**config.mk**
```make
export PLATFORM = sky130hd
export DESIGN_NAME = stc_top
export DESIGN_NICKNAME = d
export VERILOG_FILES = /design/src/rtl/stc_pkg.sv /design/src/rtl/stc_pin_sync.sv /design/src/rtl/stc_top.sv
export SDC_FILE = /design/constraint.sdc
export NUM_CORES = 1
export LEC_CHECK = 0
export ABC_AREA = 1
export BUFFER_PORTS_ARGS = -buffer_cell sky130_fd_sc_hd__buf_2
export CAP_MARGIN = 20
export CORE_MARGIN = 2
export CORE_UTILIZATION = 50
export CTS_CLUSTER_SIZE = 8
export DETAILED_ROUTE_END_ITERATION = 16
export PLACE_DENSITY_LB_ADDON = 0.05
export REMOVE_ABC_BUFFERS = 1
export SLEW_MARGIN = 20
export SYNTH_ARGS = -nofsm -noshare
export SYNTH_HDL_FRONTEND = slang
export SYNTH_SLANG_ARGS = --single-unit
```
**constraint.sdc**
```tcl
create_clock -name CLK_I -period 1.5 [get_ports CLK_I]
set_clock_uncertainty 0.2 [all_clocks]
set_input_delay 0.15 -clock CLK_I [delete_from_list [all_inputs] [get_ports CLK_I]]
set_output_delay 0.15 -clock CLK_I [all_outputs]
set_load 0.01 [all_outputs]
```
**src/rtl/stc_pkg.sv**
```systemverilog
// Shared constants for the status timing and reset control block.
// Assumes a single 50 MHz system clock and a word-addressed register port.
package stc_pkg;

    // Register word addresses on the processor port
    localparam logic [6:0] STC_ADDR_LINE_CFG = 7'h02;
    localparam logic [6:0] STC_ADDR_CFG5 = 7'h04;
    localparam logic [6:0] STC_ADDR_FEAV = 7'h0a;
    localparam logic [6:0] STC_ADDR_STATUS = 7'h0c;

    localparam int STC_DATA_W = 16;
    localparam int STC_ADDR_W = 7;
    localparam int STC_PORTS = 4;

    // Field positions
    localparam int STC_LINE_LOOPBACK_BIT = 9;
    localparam int STC_CFG5_PLCP_BIT = 0;
    localparam int STC_CFG5_RATE_E3DS3_BIT = 1;
    localparam int STC_CFG5_DIRECT_MAP_BIT = 2;
    localparam int STC_CFG5_SOFT_RST_BIT = 7;
    localparam int STC_STAT_OOF_BIT = 0;
    localparam int STC_STAT_HOLD_BIT = 1;
    localparam int STC_STAT_SYNC_BIT = 2;
    localparam int STC_STAT_REF_BIT = 3;

    // Reset values
    localparam logic [15:0] STC_LINE_CFG_RST = 16'h0000;
    localparam logic [15:0] STC_CFG5_RST = 16'h0000;

    // Revision code, value arbitrary
    localparam logic [7:0] STC_REVISION = 8'h5a;

    // Reference edges per second: 8 kHz for one second
    localparam int STC_REF_HZ = 8000;
    localparam int STC_SEC_SECONDS = 1;
    localparam int STC_REF_PER_SEC = STC_REF_HZ * STC_SEC_SECONDS;
    localparam int STC_SEC_CNT_W = 14;

    typedef enum logic [0:0] {
        STC_ST_OOF,
        STC_ST_INFRAME
    } stc_frame_t;

endpackage : stc_pkg

```
**src/rtl/stc_pin_sync.sv**
```systemverilog
// Three-stage pin synchroniser with agreement filter and rise pulse.
// Assumes the pin is asynchronous to CLK_I.
`timescale 1ns/1ns
module stc_pin_sync (
    // Clock and reset
    input wire logic clk_i,
    input wire logic rst_i,
    // Pin and results
    input wire logic pin_i,
    output logic level_o,
    output logic rise_o
);
    logic s1;
    logic s2;
    logic s3;

    // First stage feeds only the second
    always_ff @(posedge clk_i)
    begin
        if (rst_i)
        begin
            s1 <= 1'b0;
            s2 <= 1'b0;
            s3 <= 1'b0;
        end
        else
        begin
            s1 <= pin_i;
            s2 <= s1;
            s3 <= s2;
        end
    end

    // Change counts once stages two and three agree
    always_ff @(posedge clk_i)
    begin
        if (rst_i)
        begin
            level_o <= 1'b0;
            rise_o <= 1'b0;
        end
        else
        begin
            rise_o <= (s2 == s3) && s2 && !level_o;
            if (s2 == s3)
            begin
                level_o <= s2;
            end
        end
    end
endmodule : stc_pin_sync

```
**src/rtl/stc_top.sv**
```systemverilog
// Status timing, receive marker and reset control of the cell transceiver.
// Assumes a processor port synchronous to CLK_I and framer strobes on CLK_I.
`timescale 1ns/1ns
module stc_top #(
    parameter int SEC_REF_COUNT = stc_pkg::STC_REF_PER_SEC
) (
    // Clock and reset
    input wire logic CLK_I,
    input wire logic SYS_RST_I,
    // Clock and control pins
    input wire logic FRAME_REF_CLOCK_IN_I,
    input wire logic SECOND_SYNC_IN_I,
    input wire logic RECEIVER_HOLD_IN_I,
    output logic SECOND_PULSE_OUT_O,
    output logic STATUS_LATCH_O,
    output logic CELL_VALID_EN_O,
    output logic PLCP_REF_TICK_O,
    // Receive framer side
    input wire logic RX_PLCP_FRAME_I,
    input wire logic RX_FRAME_LOSS_I,
    output logic RECEIVE_FRAME_MARKER_O,
    output logic OUT_OF_FRAME_STATE_O,
    output logic LINE_LOOPBACK_O,
    // FIFO read strobes
    input wire logic [stc_pkg::STC_PORTS-1:0] FIFO_RD_REQ_I,
    output logic [stc_pkg::STC_PORTS-1:0] FIFO_RD_STROBE_N_O,
    // Processor port
    input wire logic REG_CS_N_I,
    input wire logic REG_WR_RD_N_I,
    input wire logic [stc_pkg::STC_ADDR_W-1:0] REG_ADDR_I,
    input wire logic [stc_pkg::STC_DATA_W-1:0] REG_DATA_I,
    output logic [stc_pkg::STC_DATA_W-1:0] REG_DATA_O,
    output logic REG_DATA_OE_O
);
    import stc_pkg::*;

    logic [15:0] line_cfg;
    logic [15:0] cfg5;
    logic rst_all;
    logic ref_level;
    logic ref_rise;
    logic sync_level;
    logic sync_rise;
    logic hold_level;
    logic [STC_SEC_CNT_W-1:0] sec_cnt;
    logic plcp_prev;
    stc_frame_t frame_st;
    logic wr_en;
    logic rd_en;

    function automatic logic [15:0] read_mux(input logic [6:0] addr,
        input logic [15:0] lc, input logic [15:0] c5, input logic [15:0] st);
        case (addr)
            STC_ADDR_LINE_CFG: read_mux = lc;
            STC_ADDR_CFG5: read_mux = c5;
            STC_ADDR_FEAV: read_mux = {8'h00, STC_REVISION};
            STC_ADDR_STATUS: read_mux = st;
            default: read_mux = 16'h0000;
        endcase
    endfunction : read_mux

    assign rst_all = SYS_RST_I || cfg5[STC_CFG5_SOFT_RST_BIT];
    assign wr_en = !REG_CS_N_I && REG_WR_RD_N_I;
    assign rd_en = !REG_CS_N_I && !REG_WR_RD_N_I;

    stc_pin_sync u_ref_sync (
        .clk_i(CLK_I),
        .rst_i(rst_all),
        .pin_i(FRAME_REF_CLOCK_IN_I),
        .level_o(ref_level),
        .rise_o(ref_rise)
    );
    stc_pin_sync u_sec_sync (
        .clk_i(CLK_I),
        .rst_i(rst_all),
        .pin_i(SECOND_SYNC_IN_I),
        .level_o(sync_level),
        .rise_o(sync_rise)
    );
    stc_pin_sync u_hold_sync (
        .clk_i(CLK_I),
        .rst_i(rst_all),
        .pin_i(RECEIVER_HOLD_IN_I),
        .level_o(hold_level),
        .rise_o()
    );

    // Config five survives its own soft reset so software can release it
    always_ff @(posedge CLK_I)
    begin
        if (SYS_RST_I)
        begin
            cfg5 <= STC_CFG5_RST;
        end
        else if (wr_en && REG_ADDR_I == STC_ADDR_CFG5)
        begin
            cfg5 <= REG_DATA_I;
        end
    end

    always_ff @(posedge CLK_I)
    begin
        if (rst_all)
        begin
            line_cfg <= STC_LINE_CFG_RST;
        end
        else if (wr_en && REG_ADDR_I == STC_ADDR_LINE_CFG)
        begin
            line_cfg <= REG_DATA_I;
        end
    end

    always_ff @(posedge CLK_I)
    begin
        if (SYS_RST_I)
        begin
            REG_DATA_O <= 16'h0000;
            REG_DATA_OE_O <= 1'b0;
        end
        else
        begin
            REG_DATA_OE_O <= rd_en;
            REG_DATA_O <= rd_en ? read_mux(REG_ADDR_I, line_cfg, cfg5,
                {12'h000, ref_level, sync_level, hold_level,
                 frame_st == STC_ST_OOF}) : 16'h0000;
        end
    end

    always_ff @(posedge CLK_I)
    begin
        if (rst_all)
        begin
            sec_cnt <= '0;
            SECOND_PULSE_OUT_O <= 1'b0;
        end
        else
        begin
            SECOND_PULSE_OUT_O <= 1'b0;
            if (ref_rise)
            begin
                if (sec_cnt == STC_SEC_CNT_W'(SEC_REF_COUNT - 1))
                begin
                    sec_cnt <= '0;
                    SECOND_PULSE_OUT_O <= 1'b1;
                end
                else
                begin
                    sec_cnt <= sec_cnt + 1'b1;
                end
            end
        end
    end

    // PLCP timing tick at E3 and DS3
    always_ff @(posedge CLK_I)
    begin
        if (rst_all)
        begin
            STATUS_LATCH_O <= 1'b0;
            PLCP_REF_TICK_O <= 1'b0;
        end
        else
        begin
            STATUS_LATCH_O <= sync_rise;
            PLCP_REF_TICK_O <= ref_rise && cfg5[STC_CFG5_PLCP_BIT]
                && cfg5[STC_CFG5_RATE_E3DS3_BIT];
        end
    end

    always_ff @(posedge CLK_I)
    begin
        if (rst_all)
        begin
            CELL_VALID_EN_O <= 1'b0;
        end
        else
        begin
            CELL_VALID_EN_O <= !hold_level;
        end
    end

    // PLCP switch forces out of frame
    always_ff @(posedge CLK_I)
    begin
        if (rst_all)
        begin
            frame_st <= STC_ST_OOF;
            plcp_prev <= 1'b0;
        end
        else
        begin
            plcp_prev <= cfg5[STC_CFG5_PLCP_BIT];
            case (frame_st)
                STC_ST_OOF:
                    if (RX_PLCP_FRAME_I && plcp_prev && cfg5[STC_CFG5_PLCP_BIT])
                    begin
                        frame_st <= STC_ST_INFRAME;
                    end
                STC_ST_INFRAME:
                    if (RX_FRAME_LOSS_I || (cfg5[STC_CFG5_PLCP_BIT] && !plcp_prev)
                        || !cfg5[STC_CFG5_PLCP_BIT])
                    begin
                        frame_st <= STC_ST_OOF;
                    end
                default: frame_st <= STC_ST_OOF;
            endcase
        end
    end

    always_ff @(posedge CLK_I)
    begin
        if (rst_all)
        begin
            RECEIVE_FRAME_MARKER_O <= 1'b0;
            OUT_OF_FRAME_STATE_O <= 1'b1;
            LINE_LOOPBACK_O <= 1'b0;
        end
        else
        begin
            RECEIVE_FRAME_MARKER_O <= RX_PLCP_FRAME_I
                && !cfg5[STC_CFG5_DIRECT_MAP_BIT];
            OUT_OF_FRAME_STATE_O <= (frame_st == STC_ST_OOF);
            LINE_LOOPBACK_O <= line_cfg[STC_LINE_LOOPBACK_BIT];
        end
    end

    always_ff @(posedge CLK_I)
    begin
        if (rst_all)
        begin
            FIFO_RD_STROBE_N_O <= '1;
        end
        else
        begin
            FIFO_RD_STROBE_N_O <= ~FIFO_RD_REQ_I;
        end
    end
endmodule : stc_top
```
; Word-level counts from Yosys, hierarchy flattened
; Index checks and enable logic that the tools add are counted.
; Widths: inputs -> output; s select.
[word_totals]
wordCells = 75
output_inout_bits = 28
register_bits = 90
inputBits = 36
[classes]
bitwise_logic = 4
n_addsub = 1
n_eq_ne = 8
muxes = 6
reduce_logical = 27
[ops]
columns = cell, n
row1 = $pmux 16 s4, 1
row2 = $add 14x1->14 const B, 1
row3 = $eq 14x13->1 const B, 1
row4 = $eq 7x4->1 const B, 2
row5 = $logic_and 1x1->1, 14
row6 = $mux 14, 1
row7 = $logic_not 1->1, 8
row8 = $eq 7x2->1 const B, 1
row9 = $eq 7x3->1 const B, 1
row10 = $not 4->4, 1
row11 = $reduce_or 2->1, 2
row12 = $eq 1x1->1, 3
row13 = $logic_or 1x1->1, 3
row14 = $mux 1, 3
row15 = $not 1->1, 3
row16 = $pmux 1 s2, 1

; Depth between registers and ports, before layout
[depth]
depth_word = 6
mapped_depth = 10
ltp_nobuf = 8

; Cells and area by module
; From an unflattened synthesis, not the netlist that was laid out.
[unflattened]
cells_unflattened = 525
area_unflattened_um2 = 3718.6
[modules_own_cells]
columns = mod, cells_each, area_each_um2, n_inst, seq_area_each_um2
row1 = stc_top, 465, 3223.1, 1, 1521.5
row2 = stc_pin_sync, 20, 165.2, 3, 100.1

; Worst setup path before layout
; No wires, ideal clock.
[synth_path]
path_kind = reg-to-reg
from = register sec_cnt[0]
to = register sec_cnt[10]
required_time_ns = 1.183
n_path_buf = 0
path_stages_with_launch = 7
synth_period_minus_slack_ns = 1.536
setup_ns = 0.117
arrival_time_ns = 1.219
path_slack_ns = -0.036
cell_sequence = dfxtp_1 > ha_1 > nand3_1 > nor3_2 > nand3_1 > nand2_2 > nor2_1
[synth_via]
elab_chain_len = 2
elab_cells_between_ends = 3
classes_between = add/sub: 1 / eq/ne: 1 / mux: 1
[synth_lines]
columns = element, line_no
row1 = start: declaration, stc_top.sv:45  ; logic [STC_SEC_CNT_W-1:0] sec_cnt;
row2 = start signal: assignment, stc_top.sv:148  ; sec_cnt <= sec_cnt + 1'b1;
row3 = $add 14x1->14 or $eq 14x13->1 (tied branches), "stc_top.sv:148, stc_top.sv:141"
row4 = $mux 14 *, stc_top.sv:141  ; if (sec_cnt == STC_SEC_CNT_W'(SEC_REF_COUNT - 1))
; Mark *: on every way between the ends. The rest lies on a longest branch, timed or not.
; A chain may end at the register's enable or synchronous reset.

; Worst setup path after layout
[layout_path]
from = register sec_cnt[1]
to = register sec_cnt[12]
; The elaborated chain is that of the path after synthesis.

==> metrics.md <==
| Metric | Value |
|---|---|
| Status | completed |
| F_max | 682 MHz |
| Power Internal | 3.40 mW |
| Syn Area/Cell | 7.47 um2 |
| Gp weighted congestion | 0.804 |
| Worst hold-check path type | primary input to flip-flop |
| Final Routed Wirelength | 8.22 mm |
| DP HPWL | 5.43 mm |
| Sw power | 1.02 mW |
| Vias in the first global route | 2958 |
| Antenna diodes | 0 |
| First-iteration detailed-routing DRC count | 185 |
| XOR/XNOR Fraction of Synth Area | 0.716% |
| CTS tree | done |
| Share of layout cells above drive strength 1 | 23.8% |
| Port Buffer Count | 63 |
| Max incr delay on CP | 0.36 ns |
| Antenna violations before repair | 0 |
| Metal-1 WL | 3.77 mm |
| Crit-path cells | ha_4 > nand3_4 > nor3_4 > nand3_2 > nand2_4 > nor2_1 |
| Largest family of logic cells by synthesized area | simple AND/OR/NAND/NOR gates |
| GRT overflow | 0 |
| Antenna-violating nets left | 0 |
| Max layer used | met4 |
| Number of synthesized flops with an enable pin | 0 |
| Family with the most delay on the worst path | simple AND/OR/NAND/NOR gates |
| Ys Warns | 0 |
| Seq/Total Area, Yosys | 49.1% |
| Seq pwr share | 54.6% |
| Pwr dens | 924 mW/mm2 |
| DRC viols | 0 |
| Crit start category | flip-flop |
| Leakage power | 2.03 nW |
| Post-Synthesis Cell Area | 0.00367 mm2 |
| Dominant synthesized flop cell | dfxtp_1 |
| Most common cell after layout, fill and taps aside | nand2_1 |
| Synthesized instance count | 491 |
| Period utilization | 97.8% |
| Clock buffer depth | 2 |
| Chip height | 89.6 um |
| CP Data Required Time | 1.55 ns |
| H-tree levels | 3 |
| Metal2 WL | 3.97 mm |
| Post-synthesis compound-gate area fraction | 6.65% |
| Asr flop ratio synth | 0% |
| Area grow syn2layout | 30.6% |
| Worst path buffer plus inverter count | 0 |
| Tot GR Track Use | 21.5% |
| Die ar. | 0.00804 mm2 |
| Nets | 639 |
| Relative slew slack | 76.1% |
| Arrival time at the worst endpoint | 1.52 ns |
| Clock slew at reported path FFs | 0.09 ns |
| Final hold vios | 0 |
| Post-synthesis mux area share | 0% |
| Fin util | 66.8% |
| Synth Area in Simple Gates | 33.6% |
| Wire length per cell | 11.7 um |
| Clock share of power | 39.3% |
| Clk root buf | clkbuf_8 |
| Most frequent cells in the layout | 125 x nand2_1, 86 x dfxtp_1, 66 x nor2_1, 63 x buf_2, 52 x inv_1 |
| Comb power frac | 6.1% |
| Max_cap viols | 0 |
| Vias | 3285 |
| IO Count | 64 |
| First-pass GRT wire length | 13.3 mm |
| Slowest CP cell | dfxtp_2 |
| Largest net degree at the start of global routing | 26 |
| Worst Setup End Kind | flip-flop |
| Min cycle time layout | 1.47 ns |
| Row count | 31 |
| Setup violators final | 0 |
| Clk_lat worst skew | 0.35 ns |
| Core area | 0.00718 mm2 |
| Via density | 4.67 |
| Die W | 89.6 um |
| Switching part of the total | 23.1% |
| #FFs+latches synth | 90 |
| Met3 WL post-DR | 346 um |
| Overall Power | 4.43 mW |
| Dpl ws | 0.0177 ns |
| Adder-cell area share of the yosys netlist | 1.02% |
| Starting Density | 51.1% |
| Worst-path fanout max | 8 |
| Setup_tns | 0 ns |
| Netlist cell types | 25 |
| Setup ws final | 0.0332 ns |
| Worst VDD drop | 0.514 mV |
| RSZ-0062 raised after global routing | yes |
| Clock sinks | 90 |
| Cts bufs inserted | 9 |
| Max-slew violation count | 0 |
| Kind of critical path | flip-flop to flip-flop |
| Slew @ Worst Pin | 0.358 ns |
| Drt first pass iters | 4 |
[area by class of cell]
type,count,area [um2]
well taps,99,124
inverters,53,199
fillers,629,2380
clock buffers,11,151
clock inverters,5,62.6
flip-flops and latches,90,1810
repair buffers,116,823
multi-input cells,330,1620
[synthesized netlist by cell type, types with 4 or more instances]
library cell    n  area share (%)
a21oi_1        37             5.0
buf_2           7            0.96
clkbuf_1        4            0.41
dfxtp_1        90              49
inv_1          52             5.3
nand2_1       126              13
nand2_2         4            0.68
nand3_1        51             7.0
nor2_1         72             7.4
nor2_2          8             1.4
nor2_4          8             2.5
o21ai_0         9             1.2
[power groups by stage]
stage	logic, mW	registers [mW]	clock network [mW]
after floorplan	0.0815	2.48	0
after global placement	0.203	2.47	0
after detailed placement	0.205	2.47	0
after CTS	0.260	2.42	1.77
after global routing	0.296	2.42	1.88
final	0.270	2.42	1.74
[worst register-to-register path, cell delays in order (launching register included)]
cell and delay (ns):
dfxtp_2 0.36, ha_4 0.16, nand3_4 0.09, nor3_4 0.19, nand3_2 0.17, nand2_4 0.14, nor2_1 0.05
[state kept, by name, summed over array words and instances (netlist names), 4 cells and up]
name,flops
cfg5,16
sec_cnt,14
line_cfg,16
FIFO_RD_STROBE_N_O,4
REG_DATA_O,16
[metrics by stage]
stage                     cells  cell area [um2]  hold slack (ns)
after detailed placement    658             4180            0.120
after floorplan             473             3540           0.0191
after global placement      658             4180            0.114
final                       704             4790            0.126
after CTS                   701             4690           -0.221
after global routing        704             4790            0.181
[logic make-up (layout without fill, tap and decap cells)]
family / after synthesis / after routing
simple gates: 276 / 276
flops: 90 / 90
xor+xnor: 3 / 3
fa+ha+maj: 3 / 3
buf+inv: 71 / 185
compound gates: 48 / 48
[layer usage]
layer / vias up / GRT usage (%)
met1: 1460 / 28.0
met4: 0 / 8.41
met2: 73 / 35.8
met5: - / 0
met3: 11 / 3.38
li1: 1741 / -
[worst paths after layout]
path | endpoint | cells after the start | start | slack, ns
worst max register to register | sec_cnt[12] | 6 | sec_cnt[1] | 0.03
worst max-delay path | sec_cnt[12] | 6 | sec_cnt[1] | 0.03
worst min-delay path | REG_DATA_O[1] | 7 | REG_ADDR_I[1] | 0.13
worst min register to register | OUT_OF_FRAME_STATE_O | 1 | frame_st | 0.20
[repair_timing]
item | 4_1_cts | 5_1_grt
hold buffers | 27 | 1
resized for setup | 6 | 20
endpoints found under the hold margin | 42 | 3
pin swaps | 5 | 6
endpoints found under the setup margin | 8 | 61
setup buffers | 0 | 2
No activity file was read; power rests on OpenSTA's default activity.
